**src/logic/image_decoder_consts.svh**
```systemverilog
`ifndef IMAGE_DECODER_CONSTS_SVH
`define IMAGE_DECODER_CONSTS_SVH

// ---------------------------------------------------------------
// Image forms
// ---------------------------------------------------------------
`define INST_FULL        8'h78
`define INST_REDUCED     8'h79
`define LEN_MAX_FULL     9'h107
`define LEN_MAX_REDUCED  9'h106
`define LEN_MIN          9'h001
`define LEN_RESET        9'h001
`define REDUCED_SHIFT    9'h001

// ---------------------------------------------------------------
// Offsets within the full image
// ---------------------------------------------------------------
`define OFS_CTL          9'h000
`define OFS_IO           9'h001
`define OFS_FRAG_NO      9'h002
`define OFS_FRAG_REM     9'h003
`define OFS_FRAG_SIZE    9'h004
`define OFS_FLAGS        9'h005
`define OFS_LEN_LO       9'h006
`define OFS_LEN_HI       9'h007
`define OFS_DATA         9'h008
`define OFS_LAST         9'h1FF

// ---------------------------------------------------------------
// Bit positions
// ---------------------------------------------------------------
`define BIT_ACT          0
`define BIT_DACK         1
`define BIT_DRST         2
`define BIT_EACK         3
`define BIT_STBY         4
`define BIT_SW1          0
`define BIT_RST1         1
`define BIT_SW2          2
`define BIT_RST2         3
`define BIT_NEW_DATA     0
`define BIT_NEW_ENTRY    1

// ---------------------------------------------------------------
// Register map
// ---------------------------------------------------------------
`define REG_CTRL         12'h000
`define REG_LEN          12'h004
`define REG_FRAG         12'h008
`define REG_ENTLEN       12'h00C
`define REG_DATA         12'h010
`define REG_STAT         12'h014
`define CTRL_INST_LSB    0
`define CTRL_HOST_LSB    8
`define DATA_VALID_BIT   8

`define FIFO_DEPTH       16
`define FIFO_WIDTH       8

`endif

```
**src/logic/image_decoder_pkg.sv**
```systemverilog
package image_decoder_pkg;

	typedef enum logic [1:0] {
		ST_IDLE = 2'b00,
		ST_HDR  = 2'b01,
		ST_DATA = 2'b11,
		ST_SKIP = 2'b10
	} dec_state_t;

	typedef logic [8:0] img_ofs_t;

endpackage

```
**src/logic/byte_fifo_if.sv**
```systemverilog
`timescale 1ns/100ps

interface byte_fifo_if #(parameter int WIDTH = 8, parameter int DEPTH = 16);
	logic                     push_valid;
	logic                     push_ready;
	logic [WIDTH-1:0]         push_data;
	logic                     pop_valid;
	logic                     pop_ready;
	logic [WIDTH-1:0]         pop_data;
	logic [$clog2(DEPTH):0]   count;

	modport producer (output push_valid, push_data, pop_ready,
		input push_ready, pop_valid, pop_data, count);
	modport store (input push_valid, push_data, pop_ready,
		output push_ready, pop_valid, pop_data, count);
endinterface

```
**src/logic/byte_fifo.sv**
```systemverilog
`timescale 1ns/100ps

module byte_fifo #(
	parameter int WIDTH = 8,
	parameter int DEPTH = 16
) (
	// Clock and reset
	input  wire logic core_clk_in,
	input  wire logic sys_rst_in,
	// Storage side
	byte_fifo_if.store f
);
	localparam int AW = $clog2(DEPTH);

	logic [WIDTH-1:0] mem [DEPTH];
	logic [AW-1:0]    wr_ptr;
	logic [AW-1:0]    rd_ptr;
	logic [AW:0]      count;
	logic             do_push;
	logic             do_pop;

	assign do_push = f.push_valid && (count < (AW+1)'(DEPTH));
	assign do_pop  = f.pop_ready && (count != '0);
	assign f.pop_valid = (count != '0);
	assign f.pop_data  = mem[rd_ptr];
	// One slot of headroom covers the producer's registered ready
	assign f.push_ready = (count < (AW+1)'(DEPTH - 1));
	assign f.count = count;

	always_ff @(posedge core_clk_in)
	begin
		if (do_push)
			mem[wr_ptr] <= f.push_data;
	end

	always_ff @(posedge core_clk_in)
	begin
		if (sys_rst_in)
		begin
			wr_ptr <= '0;
			rd_ptr <= '0;
			count  <= '0;
		end
		else
		begin
			if (do_push)
				wr_ptr <= wr_ptr + 1'b1;
			if (do_pop)
				rd_ptr <= rd_ptr + 1'b1;
			count <= count + (AW+1)'(do_push) - (AW+1)'(do_pop);
		end
	end
endmodule // byte_fifo

```
**src/logic/image_decoder.sv**
```systemverilog
// Added by the designer: the APB slave port and the register addresses.
`timescale 1ns/100ps
`include "image_decoder_consts.svh"

// Contract
// - Full form is instance 120, length 1 to 263 bytes.
// - Reduced form is instance 121, no I/O byte, length 1 to 262.
// - Full image entry data starts at offset 8; length is 8 plus data.
// - Reduced image entry data starts at offset 7; fields at 1 to 6.
// - One-byte image decodes only control bits of byte zero.
// - Two-byte full image also decodes I/O monitoring byte one.
// - Switching output follows activation bit only when host-driven.
// - Toggle flags act on any change of value, never on level.
module cyclic_output_image_decoder
	import image_decoder_pkg::*;
(
	// Clock and reset
	input  wire logic        core_clk_in,
	input  wire logic        sys_rst_in,
	// APB slave
	input  wire logic        psel_in,
	input  wire logic        penable_in,
	input  wire logic        pwrite_in,
	input  wire logic [11:0] paddr_in,
	input  wire logic [31:0] pwdata_in,
	output logic      [31:0] prdata_out,
	output logic             pready_out,
	output logic             pslverr_out,
	// Cyclic image byte stream
	input  wire logic [7:0]  img_byte_in,
	input  wire logic        img_valid_in,
	input  wire logic        img_first_in,
	output logic             img_ready_out,
	// Decoded control
	output logic             activation_out,
	output logic             data_ack_out,
	output logic             data_reset_out,
	output logic             error_ack_out,
	output logic             standby_out,
	output logic [1:0]       switch_out,
	output logic [1:0]       event_reset_out,
	output logic             new_data_out,
	output logic             new_entry_pulse_out
);

	byte_fifo_if #(.WIDTH(`FIFO_WIDTH), .DEPTH(`FIFO_DEPTH)) fq ();

	byte_fifo #(.WIDTH(`FIFO_WIDTH), .DEPTH(`FIFO_DEPTH)) u_fifo (
		.core_clk_in (core_clk_in),
		.sys_rst_in  (sys_rst_in),
		.f           (fq.store)
	);

	function automatic img_ofs_t norm_ofs(img_ofs_t ofs, logic reduced);
		if (reduced && ofs != `OFS_CTL)
			return img_ofs_t'(ofs + `REDUCED_SHIFT);
		return ofs;
	endfunction

	logic       reduced;
	img_ofs_t   cfg_len;
	logic [1:0] host_drive;
	img_ofs_t   ofs;
	dec_state_t state;
	dec_state_t next_state;
	logic [1:0] io_act;
	logic [7:0] frag_no;
	logic [7:0] frag_rem;
	logic [7:0] frag_size;
	logic [15:0] entry_len;
	logic       entry_toggle;
	logic       accept;
	img_ofs_t   byte_ofs;
	img_ofs_t   norm;
	logic       in_image;
	logic       apb_setup;
	logic       apb_done;

	// ---------------------------------------------------------------
	// Stream position
	// ---------------------------------------------------------------
	assign accept   = img_valid_in && img_ready_out;
	assign byte_ofs = img_first_in ? `OFS_CTL : ofs;
	assign in_image = (byte_ofs < cfg_len) &&
		(img_first_in || state != ST_IDLE);
	assign norm     = norm_ofs(byte_ofs, reduced);

	always_comb
	begin
		next_state = state;
		if (accept && in_image)
			next_state = (norm >= `OFS_DATA) ? ST_DATA : ST_HDR;
		else if (accept && !in_image && state != ST_IDLE)
			next_state = ST_SKIP;
	end

	always_ff @(posedge core_clk_in)
	begin
		if (sys_rst_in)
		begin
			ofs   <= `OFS_CTL;
			state <= ST_IDLE;
		end
		else if (accept)
		begin
			state <= next_state;
			if (byte_ofs != `OFS_LAST)
				ofs <= img_ofs_t'(byte_ofs + 9'h001);
		end
	end

	always_ff @(posedge core_clk_in)
	begin
		if (sys_rst_in)
			img_ready_out <= 1'b0;
		else
			img_ready_out <= fq.push_ready;
	end

	// ---------------------------------------------------------------
	// Field decode
	// ---------------------------------------------------------------
	always_ff @(posedge core_clk_in)
	begin
		if (sys_rst_in)
		begin
			activation_out <= 1'b0;
			data_ack_out   <= 1'b0;
			data_reset_out <= 1'b0;
			error_ack_out  <= 1'b0;
			standby_out    <= 1'b0;
		end
		else if (accept && in_image && norm == `OFS_CTL)
		begin
			activation_out <= img_byte_in[`BIT_ACT];
			data_ack_out   <= img_byte_in[`BIT_DACK];
			data_reset_out <= img_byte_in[`BIT_DRST];
			error_ack_out  <= img_byte_in[`BIT_EACK];
			standby_out    <= img_byte_in[`BIT_STBY];
		end
	end

	always_ff @(posedge core_clk_in)
	begin
		if (sys_rst_in)
		begin
			io_act          <= 2'h0;
			event_reset_out <= 2'h0;
		end
		else if (accept && in_image && norm == `OFS_IO)
		begin
			io_act          <= {img_byte_in[`BIT_SW2], img_byte_in[`BIT_SW1]};
			event_reset_out <= {img_byte_in[`BIT_RST2],
				img_byte_in[`BIT_RST1]};
		end
	end

	always_ff @(posedge core_clk_in)
	begin
		if (sys_rst_in)
			switch_out <= 2'h0;
		else
			switch_out <= io_act & host_drive;
	end

	always_ff @(posedge core_clk_in)
	begin
		if (sys_rst_in)
		begin
			frag_no   <= 8'h00;
			frag_rem  <= 8'h00;
			frag_size <= 8'h00;
			entry_len <= 16'h0000;
		end
		else if (accept && in_image)
		begin
			unique case (norm)
				`OFS_FRAG_NO:   frag_no   <= img_byte_in;
				`OFS_FRAG_REM:  frag_rem  <= img_byte_in;
				`OFS_FRAG_SIZE: frag_size <= img_byte_in;
				`OFS_LEN_LO:    entry_len[7:0]  <= img_byte_in;
				`OFS_LEN_HI:    entry_len[15:8] <= img_byte_in;
				default:        ;
			endcase
		end
	end

	always_ff @(posedge core_clk_in)
	begin
		if (sys_rst_in)
		begin
			new_data_out        <= 1'b0;
			entry_toggle        <= 1'b0;
			new_entry_pulse_out <= 1'b0;
		end
		else
		begin
			new_entry_pulse_out <= 1'b0;
			if (accept && in_image && norm == `OFS_FLAGS)
			begin
				new_data_out <= img_byte_in[`BIT_NEW_DATA];
				entry_toggle <= img_byte_in[`BIT_NEW_ENTRY];
				new_entry_pulse_out <=
					img_byte_in[`BIT_NEW_ENTRY] != entry_toggle;
			end
		end
	end

	assign fq.push_valid = accept && in_image && norm >= `OFS_DATA;
	assign fq.push_data  = img_byte_in;

	// ---------------------------------------------------------------
	// APB registers
	// ---------------------------------------------------------------
	assign apb_setup   = psel_in && !penable_in;
	assign apb_done    = psel_in && penable_in && pready_out;
	assign fq.pop_ready = apb_done && !pwrite_in && paddr_in == `REG_DATA;

	always_ff @(posedge core_clk_in)
	begin
		if (sys_rst_in)
		begin
			reduced    <= 1'b0;
			cfg_len    <= `LEN_RESET;
			host_drive <= 2'h0;
		end
		else if (apb_done && pwrite_in)
		begin
			if (paddr_in == `REG_CTRL)
			begin
				if (pwdata_in[`CTRL_INST_LSB +: 8] == `INST_FULL)
					reduced <= 1'b0;
				else if (pwdata_in[`CTRL_INST_LSB +: 8] == `INST_REDUCED)
				begin
					reduced <= 1'b1;
					if (cfg_len > `LEN_MAX_REDUCED)
						cfg_len <= `LEN_MAX_REDUCED;
				end
				host_drive <= pwdata_in[`CTRL_HOST_LSB +: 2];
			end
			if (paddr_in == `REG_LEN && pwdata_in[8:0] >= `LEN_MIN &&
				pwdata_in[8:0] <= (reduced ? `LEN_MAX_REDUCED
				: `LEN_MAX_FULL) && pwdata_in[31:9] == 23'h0)
				cfg_len <= pwdata_in[8:0];
		end
	end

	always_ff @(posedge core_clk_in)
	begin
		if (sys_rst_in)
		begin
			pready_out  <= 1'b0;
			pslverr_out <= 1'b0;
			prdata_out  <= 32'h0000_0000;
		end
		else if (apb_setup)
		begin
			pready_out  <= 1'b1;
			pslverr_out <= 1'b0;
			prdata_out  <= 32'h0000_0000;
			unique case (paddr_in)
				`REG_CTRL:   prdata_out <= {22'h0, host_drive,
					reduced ? `INST_REDUCED : `INST_FULL};
				`REG_LEN:    prdata_out <= {23'h0, cfg_len};
				`REG_FRAG:   prdata_out <= {7'h0, new_data_out,
					frag_size, frag_rem, frag_no};
				`REG_ENTLEN: prdata_out <= {16'h0, entry_len};
				`REG_DATA:   prdata_out <= {23'h0, fq.pop_valid,
					fq.pop_data};
				`REG_STAT:   prdata_out <= {11'h0, fq.count, 2'h0,
					event_reset_out, switch_out, io_act, 3'h0,
					standby_out, error_ack_out, data_reset_out,
					data_ack_out, activation_out};
				default:     pslverr_out <= 1'b1;
			endcase
		end
		else
		begin
			pready_out  <= 1'b0;
			pslverr_out <= 1'b0;
		end
	end
endmodule // cyclic_output_image_decoder

```
**config.mk**
```make
export PLATFORM = sky130hd
export DESIGN_NAME = cyclic_output_image_decoder
export DESIGN_NICKNAME = d
export VERILOG_FILES = /design/src/logic/image_decoder_pkg.sv /design/src/logic/byte_fifo_if.sv /design/src/logic/byte_fifo.sv /design/src/logic/image_decoder.sv
export VERILOG_INCLUDE_DIRS = /design/src /design/src/logic
export SDC_FILE = /design/constraint.sdc
export NUM_CORES = 1
export LEC_CHECK = 0
export BUFFER_PORTS_ARGS = -buffer_cell sky130_fd_sc_hd__buf_2
export CAP_MARGIN = 30
export CORE_ASPECT_RATIO = 1.4
export CORE_MARGIN = 2
export CORE_UTILIZATION = 52
export CTS_CLUSTER_DIAMETER = 40
export CTS_CLUSTER_SIZE = 28
export DETAILED_ROUTE_END_ITERATION = 6
export GPL_ROUTABILITY_DRIVEN = 0
export MAX_ROUTING_LAYER = met4
export PLACE_DENSITY_LB_ADDON = 0.25
export SYNTH_ARGS = -nofsm -noshare
export SYNTH_HDL_FRONTEND = slang
export SYNTH_SLANG_ARGS = --single-unit
```
**constraint.sdc**
```tcl
create_clock -name core_clk_in -period 9.9 [get_ports core_clk_in]
set_input_delay 1.485 -clock core_clk_in [delete_from_list [all_inputs] [get_ports core_clk_in]]
set_output_delay 1.485 -clock core_clk_in [all_outputs]
set_load 0.02 [all_outputs]
```
After elaboration in Yosys (flattened, before gate mapping)
Memories as Yosys holds them, arrays and structs flattened. A register that Yosys moved wholly into a read port is not among the register bits.
Cells that the tools add are included.
{"block": "totals", "register_bits": 125, "n_memories": 1, "inputBits": 59, "word_cells": 133, "out_inout_bits": 46, "ram_bits": 128}
{"memory": "u_fifo.mem", "words": 16, "width": 8, "rd": 1, "rd_clocked_by_memory_dff": 1, "write_ports": 1, "line_no": "byte_fifo.sv:15", "rtl": "logic [WIDTH-1:0] mem [DEPTH];"}
{"block": "op_classes", "n_eq_ne": 17, "bitwise": 3, "n_addsub": 5, "n_reduce_logical": 49, "mux": 23, "magnitude_cmp": 7}
{"op": "25-bit one-hot mux with 6 select lines", "count": 1}
{"op": "9-bit 2-to-1 mux", "count": 8}
{"op": "9-bit by 3-bit == test with 1-bit output (second input constant)", "count": 4}
{"op": "12-bit by 4-bit == test with 1-bit output (second input constant)", "count": 2}
{"op": "12-bit by 5-bit == test with 1-bit output (second input constant)", "count": 2}
{"op": "23-bit zero test", "count": 1}
{"op": "1-bit logical AND", "count": 21}
{"op": "9-bit by 2-bit == test with 1-bit output (second input constant)", "count": 2}
{"op": "8-bit by 7-bit == test with 1-bit output (second input constant)", "count": 2}
{"op": "2-bit AND reduction", "count": 8}
{"op": "12-bit by 3-bit == test with 1-bit output (second input constant)", "count": 1}
{"op": "12-bit zero test", "count": 1}
{"op": "2-bit nonzero test", "count": 6}
{"op": "9-bit by 1-bit adder with 9-bit output (second input constant)", "count": 1}
{"op": "9-bit by 1-bit == test with 1-bit output (second input constant)", "count": 1}
{"op": "9-bit by 1-bit greater-or-equal comparator with 1-bit output (second input constant)", "count": 1}
{"op": "9-bit by 4-bit greater-or-equal comparator with 1-bit output (second input constant)", "count": 1}
{"op": "9-bit > comparator (second input constant)", "count": 1}
{"op": "9-bit <= comparator", "count": 1}
{"op": "9-bit zero test", "count": 1}
{"op": "9-bit < comparator", "count": 1}
{"op": "1-bit 2-to-1 mux", "count": 9}
{"op": "9-bit inequality test (second input constant)", "count": 1}
{"op": "9-bit nonzero test", "count": 1}
{"op": "other kinds (18)", "count": 26}

Depth between registers and ports, before layout
{"block": "depth", "ltp_word": 10, "depth_mapped": 17, "depth_no_buf": 15}

By module
From an unflattened synthesis, not the netlist that was laid out.
{"block": "unflattened", "hier_cells": 925, "hier_area_um2": 11292.1}
{"module": "byte_fifo", "cells_per_inst": 303, "area_per_inst_um2": 5786.8, "n_inst": 1}
{"module": "cyclic_output_image_decoder", "cells_per_inst": 622, "area_per_inst_um2": 5505.3, "n_inst": 1}

Worst setup path before layout
Ideal clock, no wire load.
{"block": "synth_path", "path_type": "input port to flip-flop", "startpoint": "in img_first_in", "endpoint": "reg u_fifo.count[4], in the netlist u_fifo.f.count[4]", "arrival_ps": 4554, "setup_time_ps": 128, "path_stages": 16, "setup_slack_ps": 5219, "cell_sequence": "nand2b_1 -> nor3_1 -> and2_1 -> ha_1 -> nand2b_1 -> o22a_1 -> nor3_2 -> nor2_1 -> buf_2 -> ha_1 -> fa_1 -> a21oi_1 -> nor2_1 -> nor2_1 -> xor2_1 -> nor2_1"}
{"block": "synth_between", "elab_chain_len": 10, "elab_cells_between_ends": 16}
{"element": "from (decl)", "line_no": "image_decoder.sv:32", "rtl": "input wire logic img_first_in,"}
{"element": "branches (longest 6 deep; another with 9-bit by 1-bit adder with 9-bit output)"}
{"element": "1-bit logical AND (no source line) (*)"}
{"element": "1-bit logical AND (*)", "line_no": "byte_fifo.sv:22", "rtl": "assign do_push = f.push_valid && (count < (AW+1)'(DEPTH));"}
{"element": "named net u_fifo.do_push", "line_no": "byte_fifo.sv:19", "rtl": "logic do_push;"}
{"element": "5-bit by 1-bit adder with 5-bit output (*)", "line_no": "byte_fifo.sv:50", "rtl": "count <= count + (AW+1)'(do_push) - (AW+1)'(do_pop);"}
{"element": "5-bit by 1-bit subtractor with 5-bit output (*)", "line_no": "byte_fifo.sv:50"}
{"element": "to (signal assigned)", "line_no": "byte_fifo.sv:50"}
{"element": "to (decl)", "line_no": "byte_fifo.sv:18", "rtl": "logic [AW:0] count;"}
Mark *: on every way through the listed nets, which the timed path passes. The select of a mux whose other input is x is not followed.
A chain may end at the register's enable or synchronous reset.

Worst setup path after layout
{"block": "layout_path", "startpoint": "in img_first_in", "endpoint": "reg u_fifo.count[4], in the netlist u_fifo.f.count[4]"}
{"block": "layout_between", "elab_chain_len": 10, "elab_cells_between_ends": 16}
{"element": "branches (longest 6 deep; another with 9-bit by 1-bit adder with 9-bit output)"}
{"element": "1-bit logical AND (no source line) (*)"}
{"element": "1-bit logical AND (*)", "line_no": "byte_fifo.sv:22"}
{"element": "5-bit by 1-bit adder with 5-bit output (*)", "line_no": "byte_fifo.sv:50"}
{"element": "5-bit by 1-bit subtractor with 5-bit output (*)", "line_no": "byte_fifo.sv:50"}
Mark *: on every way between the ends. The select of a mux whose other input is x is not followed.

==> results_tabular.tex <==
\begin{tabular}{lr}
\hline
Metric & Value \\
\hline
\multicolumn{2}{l}{\textbf{Status}} \\
Outcome & finished, final reports clean \\
\multicolumn{2}{l}{\textbf{STA}} \\
Final worst path period need & 4860 ps \\
Remaining max-slew budget at the tightest pin & between 40\% and 50\% \\
Number of setup violations in the final report & 0 \\
Fraction of the cycle the final worst path needs & 49.0\% \\
Aggregate negative setup slack & 0 ps \\
Worst setup skew after layout & 27.5 ps \\
Worst slew pin tran & 866 ps \\
Setup repair after global routing missed its margin & false \\
Final Max Slew Viols & 0 \\
Highest Clock Rate & 0.206 GHz \\
Final worst-path setup slack & 5040 ps \\
Final count of hold timing violations & 0 \\
Worst hold slack after final layout & 447 ps \\
\multicolumn{2}{l}{\textbf{Clock tree}} \\
Maximum clock path buffer count & 3 \\
Depth of the CTS H-tree & 1 \\
Clock tree root driver cell & sky130\_fd\_sc\_hd\_\_clkbuf\_16 \\
Postcts setup bufs & 0 \\
Clock latency on the worst-skew pair & about 550 ps \\
Number of buffers added to fix hold violations after cts & 0 \\
CTS tree & built \\
Clock-pin slew on the worst setup and hold paths & 70 ps \\
TritonCTS sink count & 250 \\
Inserted Clock Buffers & 26 \\
Post-cts gate resize count & 0 \\
\multicolumn{2}{l}{\textbf{Yosys}} \\
Dominant register cell in the synthesized netlist & sky130\_fd\_sc\_hd\_\_edfxtp\_1 \\
Total of warnings raised by yosys & 0 \\
Top-count cell post-synth & sky130\_fd\_sc\_hd\_\_edfxtp\_1 \\
Top cell type by total area after synthesis & sky130\_fd\_sc\_hd\_\_edfxtp\_1 \\
Count of different cell masters after synthesis & 70 \\
Seq/Total Area, Yosys & 56.2\% \\
Number of enable flip-flop cells after synthesis & 128 \\
Top-area cell type share of the netlist area & 34.3\% \\
Flop and latch count out of synthesis & 250 \\
Synth area leaders & sky130\_fd\_sc\_hd\_\_edfxtp\_1 34\%, sky130\_fd\_sc\_hd\_\_dfxtp\_1 22\%, sky130\_fd\_sc\_hd\_\_mux4\_2 8.0\%, sky130\_fd\_sc\_hd\_\_mux2i\_1 5.6\%, sky130\_fd\_sc\_hd\_\_nand2b\_1 3.7\% \\
Leading post-synthesis cells by instance count & 128 x sky130\_fd\_sc\_hd\_\_edfxtp\_1, 122 x sky130\_fd\_sc\_hd\_\_dfxtp\_1, 66 x sky130\_fd\_sc\_hd\_\_nand2b\_1 \\
Post-Syn Instances & 905 \\
Mapped cell area & around 11000 um\^{}2 \\
Proportion of synthesized flip-flops having asynchronous set or reset & 0\% \\
Mean post-synth cell area & roughly 12 um\^{}2 \\
\multicolumn{2}{l}{\textbf{Min path}} \\
Worst Hold Endpoint & prdata\_out[8] \\
Origin of the worst min-delay path & prdata\_out[8] \\
Path type of the worst min-delay path & reg -> reg \\
Number of instances on the worst hold path & 2 \\
\multicolumn{2}{l}{\textbf{Power}} \\
Combinational share of power & 3.4\% \\
Lkg Pwr & 4.82 nW \\
P\_sw & 0.493 mW \\
Power share of the sequential group & 50.6\% \\
Net switching share of the total power & 22.8\% \\
Overall power after layout & 2.16 mW \\
Cell-internal power & 1.67 mW \\
Worst vdd rail ir drop & about 190 uV \\
Clk network pwr share & approximately 46\% \\
Power per unit of standard cell area & 170 nW/um\^{}2 \\
\multicolumn{2}{l}{\textbf{Critical path}} \\
Critical path class & in -> reg \\
Type of element capturing the critical path & flip-flop \\
Cells on worst reg2reg path & 15 \\
Launching point of the worst reg2reg path & ofs[3] \\
Required time of the critical path & 10290 ps \\
Crit Path Max Fanout & 27 \\
Sort of element at the start of the critical path & primary input \\
Worst-case register-to-register setup slack & 5780 ps \\
Arrival time worst endpoint & 5250 ps \\
Reg2Reg Capture Point & u\_fifo.f.count[4] \\
Crit. Startpoint & img\_first\_in \\
\multicolumn{2}{l}{\textbf{Layout}} \\
Share of post-route cells with drive strength above 1 & 21.4\% \\
P\&R area growth vs syn & 13.6\% \\
Fill cell total of the finished layout & 1654 \\
Final Non-Filler Cells & between 1000 and 1500 \\
Antenna diode count & 0 \\
Utilization after layout & 60.2\% \\
Final net count & around 1100 \\
Storage element area & about 6300 um\^{}2 \\
Area taken by multi-input logic gates & 4570 um\^{}2 \\
Final instance area & 12700 um\^{}2 \\
\multicolumn{2}{l}{\textbf{Place}} \\
Buffers added on ports & 97 \\
Pre-CTS setup slack & around 4500 ps \\
Hpwl dp & 18.2 mm \\
Placed Area & 11800 um\^{}2 \\
Number of placed cells counting well taps & 1220 \\
\multicolumn{2}{l}{\textbf{Floorplan}} \\
Die width & about 130 um \\
Initial core utilization & 53.0\% \\
Number of cell rows & 63 \\
Num ports & 105 \\
Standard cell core area & 21100 um\^{}2 \\
Y dimension of the die & between 150 and 200 um \\
Die area & roughly 23000 um\^{}2 \\
\multicolumn{2}{l}{\textbf{GRT}} \\
Antenna violations before repair & 0 \\
Residual overflow from global routing & 0 \\
Largest net degree at the start of global routing & 81 \\
Met1 Usage GRT & 29.7\% \\
GRT Max-Usage Layer & met2 \\
Total routing usage reported by global routing & approximately a quarter \\
Met3 capacity usage during global routing & under 10\% \\
Met2 usage & around two fifths \\
First-pass GRT wire length & 40.2 mm \\
Number of global-route vias before repair & 7167 \\
\multicolumn{2}{l}{\textbf{Detailed routing}} \\
Residual antenna-violating net count after detailed routing & 0 \\
Average detailed-routed wire length per instance & 20.5 um \\
Final WL & roughly 26 mm \\
First DRT Iteration DRCs & about 570 \\
Number of iterations in the first detailed-routing pass & 5 \\
Via density per instance & 5.85 \\
\# DRC & 0 \\
Vias after detailed routing & between 7000 and 8000 \\
\multicolumn{2}{l}{\textbf{Run}} \\
Number of max-cap violations & 0 \\
\hline
\end{tabular}
[per-layer routing]
| layer | vias up | share of wire, % |
|---|---|---|
| met5 | - | 0 |
| met4 | 0 | 3.3 |
| met3 | 43 | 4.6 |
| met2 | 214 | 50 |
| met1 | 3621 | 42 |
| li1 | 3535 | - |
[power by group through the flow]
stage          Combinational (mW)  Clock, mW  Sequential [mW]
6_report                   0.0744      0.992             1.09
5_1_grt                    0.0810       1.05             1.09
4_1_cts                    0.0736       1.01             1.09
3_5_place_dp               0.0733          0             1.11
3_3_place_gp               0.0726          0             1.11
2_1_floorplan              0.0399          0             1.12
[state kept, by name, summed over array words and instances (netlist names), 5 cells and up, named ones only]
name and flops:
cfg_len 9, entry_len 16, frag_no 8, frag_rem 8
frag_size 8, ofs 9, prdata_out 25, u_fifo.f.count 5
u_fifo.mem 128
[cell families (layout without fill, tap and decap cells)]
kind of cell / after synthesis / count (layout) / synth area share [%]
AOI/OAI and AO/OA: 121 / 121 / 7.57
buffers and inverters: 84 / 180 / 3.22
DFF: 250 / 250 / 56.2
and+or+nand+nor: 308 / 308 / 15.4
muxes: 108 / 108 / 14.2
xor gates and xnor gates: 10 / 10 / 0.783
adders and majority gates: 23 / 23 / 2.62
other: 1 / 7 / 0.0335
[critical path, cell delays in order]
cell,delay [ps]
sky130_fd_sc_hd__buf_2,250
sky130_fd_sc_hd__nand2b_1,290
sky130_fd_sc_hd__nor3_1,490
sky130_fd_sc_hd__and2_1,220
sky130_fd_sc_hd__ha_1,250
sky130_fd_sc_hd__nand2b_1,150
sky130_fd_sc_hd__o22a_1,260
sky130_fd_sc_hd__nor3_2,340
sky130_fd_sc_hd__nor2_1,260
sky130_fd_sc_hd__ha_1,310
sky130_fd_sc_hd__fa_1,410
sky130_fd_sc_hd__a21oi_1,170
sky130_fd_sc_hd__nor2_1,60
sky130_fd_sc_hd__nor2_1,110
sky130_fd_sc_hd__xor2_1,150
sky130_fd_sc_hd__nor2_1,50
[how the worst max path moves through the flow]
stage	end	slack (ps)	cells after the start
after floorplan	u_fifo.f.count[4]	5220	16
after global placement	u_fifo.f.count[4]	4630	16
after detailed placement	u_fifo.f.count[4]	4520	16
after CTS	u_fifo.f.count[4]	5090	16
after global routing	u_fifo.f.count[4]	4710	16
final	u_fifo.f.count[4]	5040	16
[layout by cell type (no fill, tap or decap), drive strengths merged, types with 19 or more instances in the layout]
cell	count
mux4	40
and3	22
a21oi	34
nor2	59
edfxtp	128
nor3	19
dfxtp	122
buf	104
mux2i	63
ha	21
nand2	45
nand3	31
inv	36
clkbuf	28
o21ai	20
nand2b	66
[area by class of cell]
type / instances / share of cell area (%)
Clock inverter: 19 / 1.79
Clock buffer: 28 / 5.17
Timing Repair Buffer: 104 / 4.23
Tap cell: 260 / 2.56
Sequential cell: 250 / 49.4
Multi-Input combinational cell: 577 / 36.0
Inverter: 29 / 0.856
Note: power is estimated with default switching activity, not from simulation.
